File: config.mk
export PLATFORM = sky130hd
export DESIGN_NAME = prbs_bert
export DESIGN_NICKNAME = d
export VERILOG_FILES = /design/src/hdl/prbs_bert_pkg.sv /design/src/hdl/prbs_bert.sv
export SDC_FILE = /design/constraint.sdc
export NUM_CORES = 1
export LEC_CHECK = 0
export BUFFER_PORTS_ARGS = -buffer_cell sky130_fd_sc_hd__buf_2
export CORE_AREA = 5 5 176 178
export CTS_CLUSTER_DIAMETER = 40
export DETAILED_ROUTE_END_ITERATION = 6
export DIE_AREA = 0 0 181 183
export GPL_TIMING_DRIVEN = 0
export PLACE_DENSITY_LB_ADDON = 0.12
export SLEW_MARGIN = 10
export SYNTH_ARGS = -nofsm -noshare
export SYNTH_HDL_FRONTEND = slang
export SYNTH_SLANG_ARGS = --single-unit
File: constraint.sdc
create_clock -name clk -period 2 [get_ports clk]
set_input_delay 0.3 -clock clk [delete_from_list [all_inputs] [get_ports clk]]
set_output_delay 0.3 -clock clk [all_outputs]
set_load 0.01 [all_outputs]
File: src/hdl/prbs_bert_pkg.sv
// Package for the two-port pseudo-random bit error test logic.
package prbs_bert_pkg;
   localparam logic [7:0] CTRL_OFFSET = 8'h02;
   localparam logic [7:0] BP_COUNT_OFFSET = 8'h80;
   localparam logic [7:0] LO_COUNT_OFFSET = 8'h81;
   localparam logic [7:0] IRQ_STATUS_OFFSET = 8'h82;
   localparam logic [7:0] IRQ_MASK_OFFSET = 8'h83;
   localparam logic [15:0] CTRL_RESET = 16'h0000;
   localparam logic [15:0] CTRL_WRITE_MASK = 16'h07df;
   // Per-port field positions; the backplane field sits at base 6, local at 0.
   localparam int BP_BASE = 6;
   localparam int LO_BASE = 0;
   localparam int LEN_POS = 0;
   localparam int TX_POS = 1;
   localparam int RX_POS = 2;
   localparam int CLR_POS = 3;
   localparam int RESEED_POS = 4;
   localparam int LOCK_POS = 5;
   localparam int PRBS_W = 23;
   localparam int SHORT_LEN = 15;
   localparam int SHORT_TAP = 14;
   localparam int LONG_TAP = 18;
   localparam logic [22:0] SEED = 23'h7fffff;
   localparam int IRQ_LOCK_POS = 0;
   localparam int IRQ_SAT_POS = 1;

   typedef struct packed {
      logic lenLong;
      logic txStart;
      logic rxStart;
      logic clear;
      logic reseed;
   } port_ctrl_t;

   typedef enum logic [1:0] {
      RX_IDLE,
      RX_HUNT,
      RX_LOCKED
   } rx_state_t;
endpackage

File: src/hdl/prbs_bert.sv
// Two-port pseudo-random bit error test generator, receiver and registers.
//
// The strobed register port is this design's own decision.
`timescale 1ns/1ps
`default_nettype none

module prbs_bert
   import prbs_bert_pkg::*;
#(
   parameter int COUNT_W = 16
) (
   input wire logic clk,
   input wire logic rst,
   input wire logic [7:0] addr,
   input wire logic [15:0] wrData,
   input wire logic wrStb,
   input wire logic rdStb,
   output logic [15:0] rdData,
   input wire logic [1:0] rxBitIn,
   input wire logic [1:0] bitEn,
   output logic [1:0] txBitOut,
   output logic [1:0] txActive,
   output logic irq
);
   if (COUNT_W < 1 || COUNT_W > 16) begin : g_check
      $error("COUNT_W must lie between 1 and 16");
   end

   // Port 0 is local, port 1 is backplane.
   logic [15:0] ctrl_reg, ctrl_next;
   logic [15:0] rdData_reg, rdData_next;
   logic [1:0] irqStatus_reg, irqStatus_next;
   logic [1:0] irqMask_reg, irqMask_next;
   logic [1:0] lockEvt, satEvt;
   logic [1:0] lockFlag;
   logic [15:0] cnt16 [2];
   port_ctrl_t pc [2];

   // Receive pins cross into this clock domain through three flops. A change
   // is taken only once the second and third stages agree.
   logic [1:0] s1_reg, s2_reg, s3_reg, rxBit_reg;

   always_ff @(posedge clk) begin
      if (rst) begin
         s1_reg <= 2'h0;
         s2_reg <= 2'h0;
         s3_reg <= 2'h0;
         rxBit_reg <= 2'h0;
      end else begin
         s1_reg <= rxBitIn;
         s2_reg <= s1_reg;
         s3_reg <= s2_reg;
         if (s2_reg == s3_reg) begin
            rxBit_reg <= s3_reg;
         end
      end
   end

   // The enable is delayed three cycles, so the receiver takes each bit one
   // bit time after it left the line. That is harmless for bit times of two
   // clocks or more, and it keeps sampling clear of the filter's settling.
   logic [1:0] en1_reg, en2_reg, en3_reg;
   always_ff @(posedge clk) begin
      if (rst) begin
         en1_reg <= 2'h0;
         en2_reg <= 2'h0;
         en3_reg <= 2'h0;
      end else begin
         en1_reg <= bitEn;
         en2_reg <= en1_reg;
         en3_reg <= en2_reg;
      end
   end

   genvar p;
   for (p = 0; p < 2; p++) begin : g_port
      localparam int B = (p == 1) ? BP_BASE : LO_BASE;
      logic [22:0] gen_reg, gen_next, ref_reg, ref_next;
      logic [COUNT_W-1:0] cnt_reg, cnt_next;
      rx_state_t st_reg, st_next;
      logic tx_reg, tx_next;
      logic txOut_reg, txOut_next;
      logic genBit, genOld, refBit, expBit, rxBit;
      logic rxRise, txRise, clrRise, seedRise;
      logic lockHit, satHit;
      logic [22:0] shifted;
      port_ctrl_t prev_reg;

      assign pc[p].lenLong = ctrl_reg[B + LEN_POS];
      assign pc[p].txStart = ctrl_reg[B + TX_POS];
      assign pc[p].rxStart = ctrl_reg[B + RX_POS];
      assign pc[p].clear = ctrl_reg[B + CLR_POS];
      assign pc[p].reseed = ctrl_reg[B + RESEED_POS];
      assign rxRise = pc[p].rxStart & ~prev_reg.rxStart;
      assign txRise = pc[p].txStart & ~prev_reg.txStart;
      assign clrRise = pc[p].clear & ~prev_reg.clear;
      assign seedRise = pc[p].reseed & ~prev_reg.reseed;
      assign rxBit = rxBit_reg[p];

      assign genBit = pc[p].lenLong ? (gen_reg[22] ^ gen_reg[LONG_TAP - 1])
                                    : (gen_reg[SHORT_LEN - 1]
                                       ^ gen_reg[SHORT_TAP - 1]);
      assign refBit = pc[p].lenLong ? (ref_reg[22] ^ ref_reg[LONG_TAP - 1])
                                    : (ref_reg[SHORT_LEN - 1]
                                       ^ ref_reg[SHORT_TAP - 1]);
      assign expBit = refBit;
      // The oldest stage is sent first, so the seed itself goes out right
      // after a reseed and a receiver locks without waiting a whole period.
      assign genOld = pc[p].lenLong ? gen_reg[PRBS_W - 1]
                                    : gen_reg[SHORT_LEN - 1];
      assign shifted = {ref_reg[21:0], rxBit};

      always_comb begin
         gen_next = gen_reg;
         tx_next = tx_reg;
         txOut_next = txOut_reg;
         if (seedRise) begin
            gen_next = SEED;
         end else if (tx_reg && bitEn[p]) begin
            gen_next = {gen_reg[21:0], genBit};
            txOut_next = genOld;
         end
         if (txRise) begin
            tx_next = 1'b1;
         end else if (!pc[p].txStart) begin
            tx_next = 1'b0;
         end
         if (!tx_next) begin
            txOut_next = 1'b0;
         end
      end

      always_comb begin
         st_next = st_reg;
         ref_next = ref_reg;
         cnt_next = cnt_reg;
         lockHit = 1'b0;
         satHit = 1'b0;
         unique case (st_reg)
            RX_IDLE: begin
               ;
            end
            RX_HUNT: begin
               if (en3_reg[p]) begin
                  ref_next = shifted;
                  if ((pc[p].lenLong && shifted == SEED) ||
                      (!pc[p].lenLong &&
                       shifted[SHORT_LEN-1:0] == SEED[SHORT_LEN-1:0])) begin
                     st_next = RX_LOCKED;
                     lockHit = 1'b1;
                  end
               end
            end
            RX_LOCKED: begin
               if (en3_reg[p]) begin
                  ref_next = {ref_reg[21:0], refBit};
                  // saturating mismatch count
                  // The count stops at its top so a long run never wraps.
                  if (rxBit != expBit && cnt_reg != {COUNT_W{1'b1}}) begin
                     cnt_next = cnt_reg + 1'b1;
                     satHit = (cnt_next == {COUNT_W{1'b1}});
                  end
               end
            end
            default: st_next = RX_IDLE;
         endcase
         if (!pc[p].rxStart) begin
            st_next = RX_IDLE;
         end
         // receive start edge restarts hunt and drops lock
         if (rxRise) begin
            st_next = RX_HUNT;
            ref_next = '0;
         end
         if (clrRise) begin
            cnt_next = '0;
         end
      end

      always_ff @(posedge clk) begin
         if (rst) begin
            gen_reg <= SEED;
            ref_reg <= '0;
            cnt_reg <= '0;
            st_reg <= RX_IDLE;
            tx_reg <= 1'b0;
            txOut_reg <= 1'b0;
            prev_reg <= '0;
         end else begin
            gen_reg <= gen_next;
            ref_reg <= ref_next;
            cnt_reg <= cnt_next;
            st_reg <= st_next;
            tx_reg <= tx_next;
            txOut_reg <= txOut_next;
            prev_reg <= pc[p];
         end
      end

      // lock persists until a new receive start edge
      logic lock_reg, lock_next;
      always_comb begin
         lock_next = lock_reg;
         if (rxRise) begin
            lock_next = 1'b0;
         end else if (lockHit) begin
            lock_next = 1'b1;
         end
      end
      always_ff @(posedge clk) begin
         if (rst) begin
            lock_reg <= 1'b0;
         end else begin
            lock_reg <= lock_next;
         end
      end

      assign lockFlag[p] = lock_reg;
      assign cnt16[p] = 16'(cnt_reg);
      assign txBitOut[p] = txOut_reg;
      assign txActive[p] = tx_reg;
      assign lockEvt[p] = lockHit;
      assign satEvt[p] = satHit;
   end

   always_comb begin
      ctrl_next = ctrl_reg;
      irqMask_next = irqMask_reg;
      irqStatus_next = irqStatus_reg;
      rdData_next = 16'h0000;
      if (wrStb && addr == CTRL_OFFSET) begin
         // reserved and lock bits not writable
         ctrl_next = wrData & CTRL_WRITE_MASK;
      end
      if (wrStb && addr == IRQ_MASK_OFFSET) begin
         irqMask_next = wrData[1:0];
      end
      if (rdStb) begin
         unique case (addr)
            CTRL_OFFSET: begin
               rdData_next = ctrl_reg;
               rdData_next[BP_BASE + LOCK_POS] = lockFlag[1];
               rdData_next[LO_BASE + LOCK_POS] = lockFlag[0];
            end
            BP_COUNT_OFFSET: rdData_next = cnt16[1];
            LO_COUNT_OFFSET: rdData_next = cnt16[0];
            IRQ_STATUS_OFFSET: begin
               rdData_next = {14'h0000, irqStatus_reg};
               irqStatus_next = 2'h0;
            end
            IRQ_MASK_OFFSET: rdData_next = {14'h0000, irqMask_reg};
            default: rdData_next = 16'h0000;
         endcase
      end
      // A new event wins over the clear-on-read, so no event is lost when
      // software reads the status in the cycle in which it happens.
      if (|lockEvt) begin
         irqStatus_next[IRQ_LOCK_POS] = 1'b1;
      end
      if (|satEvt) begin
         irqStatus_next[IRQ_SAT_POS] = 1'b1;
      end
   end

   always_ff @(posedge clk) begin
      if (rst) begin
         ctrl_reg <= CTRL_RESET;
         rdData_reg <= 16'h0000;
         irqStatus_reg <= 2'h0;
         irqMask_reg <= 2'h0;
      end else begin
         ctrl_reg <= ctrl_next;
         rdData_reg <= rdData_next;
         irqStatus_reg <= irqStatus_next;
         irqMask_reg <= irqMask_next;
      end
   end

   assign rdData = rdData_reg;
   assign irq = |(irqStatus_reg & irqMask_reg);
endmodule
`default_nettype wire

==> results.md <==
* Status: finished clean
* Final instance area at 0.00934 sq mm
* Mapped Area at 0.00775 sq mm
* FMAX at just over 500 MHz
* Die Wd at 181 um
* Routed wire length at 19400 um
* Vias per inst at 4.48
* CP endpoint: irqStatus_reg[1]
* Flops & latches, synth at 186
* Chip height at 183 um
* Nature of the critical path startpoint: register
* Initial antenna violation count at 3
* Worst flop-to-flop path endpoint: irqStatus_reg[1]
* Setup crit end kind: register
* RSZ-0062 raised after global routing: true
* Largest net degree at the start of global routing at 21
* Crit share post-route at 0.963
* Crit-path slowest cell: o211ai_4
* Max Fanout on Critical Path at 7
* RR Startpoint: g_port[0].ref_reg[13]
* Register area share after synthesis at 0.480
* Clock Sinks at 186
* WL/cell at 14.2 um
* Layout area overhead at 20.4%
* Distinct cells, synth at 55
* Placer congestion estimate at around 0.77
* Headroom to the max-slew limit at 0.568
* Main synth FF type: dfxtp_1
* Vias at 6143
* Core footprint at 0.0292 sq mm
* Worst endpoint required time at 2.31 ns
* TritonCTS clock tree: yes
* LEAKAGE at 0.00380 uW
* WP data arrival at 2.24 ns
* Clock Tree Buf Depth at 2
* Final slew viol count at 0
* Reg2Reg Depth at 8
* Pwr/cell area at 778 mW/mm^2
* Final hold viol count at 0
* WS Path Type: reg -> reg
* Worst hold-check path type: in -> reg
* # port buffers at 45
* Endpoints failing setup at 0
* Most frequent cells in the layout: dfxtp_1 (177), nand2_1 (139), nor2_1 (116)
* Crit-path cells: ha_4 -> nand2b_4 -> o211a_1 -> o211ai_4 -> buf_8 -> a21oi_2 -> a31oi_4 -> o41ai_4
* Utilization after layout at 0.319
* Layout cells sized above 1 at 0.161
* TritonCTS Buffers at 17
* CTS Hold Bufs at 0
* Post-route ant nets at 0
* Worst-Skew Late Latency at 0.44 ns
* Hold path cells at 2
* Top Ports at 53
* Worst slew pin tran at roughly 0.64 ns
* Clock H-tree levels at 4
* Flop2flop setup slack at 0.07 ns
* Nets at between 1000 and 1500
* First-pass GRT wire length at about 32000 um
* Commonest non-fill, non-tap cell in the layout: dfxtp_1
* Die area at 0.0331 sq mm
* Cell area after placement at 0.00847 sq mm
* DRT Pass-1 Iters at 6
* Async SR Flop Fraction at 0
* Vias in the first global route at slightly below 6000
* Clock slew seen by the registers of the worst setup and hold paths at 0.08 ns
* Initial Util at 0.265
* Crit path largest cell delay at 0.38 ns
* Avg Inst Size Synth at 8.66 sq um
* Starting DRT DRC Count at between 300 and 400
* Max-cap viol count at 0
* WP buf/inv at 1
* Grt ovf at 0
* Yosys warning count at 0
* CP Launch Point: g_port[0].ref_reg[13]
* Rows at 63
* Critical path depth at 8
* Peak supply drop at 0.000574 V
* Crit path time final at 1.93 ns
* Root buffer cell: clkbuf_16
* Post-synth net total at 933
* Post-Syn Instances at 895
* Post-route DRC at 0
* Post-DP HPWL at approximately 14000 um
* Clk_skew at between 0.015 and 0.02 ns
* GRT Total Usage at 0.119
* Ant. Diodes at 0
* Post-synth EDFFs at 0
* Family with the most delay on the worst path: compound AO/OA/AOI/OAI gates
synth_stat cells (4+ instances only):
master	number	share of area
nor3b_1	6	0.0058
a21boi_0	4	0.0039
mux2i_1	53	0.068
nand4_1	17	0.014
o211a_1	4	0.0052
nand3_1	71	0.046
buf_2	11	0.0071
dfxtp_1	186	0.48
xnor2_1	35	0.040
o21ai_0	10	0.0065
clkbuf_1	29	0.014
a31oi_1	7	0.0056
nand2b_1	4	0.0032
nor4_1	9	0.0073
and2_1	5	0.0040
a21o_1	4	0.0039
ha_1	6	0.0097
a22oi_1	11	0.011
o211ai_1	4	0.0039
a21oi_1	27	0.017
nor3_1	25	0.016
mux2_2	9	0.013
buf_4	5	0.0048
nor2_1	117	0.057
o21ai_1	6	0.0039
and3_1	4	0.0032
inv_1	22	0.011
nor2b_1	23	0.019
nand2_1	139	0.067
final cells by class:
| type | instances | area (sq um) |
|---|---|---|
| tap | 390 | 488 |
| inverter | 22 | 82.6 |
| clock buffer | 17 | 425 |
| timing repair buffer | 53 | 307 |
| fill | 3144 | 19900 |
| sequential | 186 | 3740 |
| clock inverter | 15 | 166 |
| multi-input combinational | 637 | 3870 |
| buffer | 50 | 253 |
cells by family after synthesis:
kind of cell	share of synthesized area
muxes	0.0815
and+or+nand+nor	0.264
buffers and inverters	0.0411
adders and majority gates	0.00968
xor gates and xnor gates	0.0429
AOI/OAI and AO/OA	0.0810
DFF	0.480
worst reg2reg max path: stages (launching register included):
cell	delay (ns)
dfxtp_4	0.36
ha_4	0.28
nand2b_4	0.05
o211a_1	0.15
o211ai_4	0.38
buf_8	0.19
a21oi_2	0.05
a31oi_4	0.24
o41ai_4	0.12
worst min path at each step:
stage               slack [ns]                    end  startpoint
detailed placement        0.42             en2_reg[0]  en1_reg[0]
global route              0.05  g_port[1].prev_reg[3]         rst
CTS                       0.04  g_port[1].prev_reg[3]         rst
global placement          0.42              s2_reg[1]   s1_reg[1]
finish                    0.07  g_port[1].prev_reg[3]         rst
floorplan                 0.38  g_port[1].prev_reg[3]         rst
where the power goes:
part | leakage, uW | internal (uW) | total, uW | switching [uW]
clock | 0.000291 | 1690 | 3400 | 1710
sequential | 0.00151 | 3710 | 3710 | 5.39
combinational | 0.00200 | 45.6 | 151 | 106
per-layer routing:
metal	GRT usage	up-vias	part of all wire	wire length, um
li1	-	3198	-	-
met1	0.167	2851	0.52	10000
met2	0.179	69	0.44	8510
met3	0.0305	19	0.034	667
met4	0.0369	6	0.0099	193
met5	0	-	0.0020	39
per-stage QoR:
step	total power [uW]	instances	setup slack, ns	hold WS (ns)	TNS, ns
final	7270	1370	0.0736	0.0716	0
after global routing	7560	1370	-0.0136	0.0452	-0.0365
after CTS	7420	1365	-0.00199	0.0432	-0.00199
after detailed placement	3960	1330	-0.327	0.425	-6.09
after global placement	3960	1330	-0.341	0.418	-6.19
after floorplan	3880	895	0.174	0.380	0
what timing repair did:
action	in CTS	in global routing
buffers inserted	3	4
gates resized for setup	17	32
gates cloned	0	1
endpoints found under the setup margin	30	24
pin swaps	3	9
Note: power is estimated with default switching activity, not from simulation.
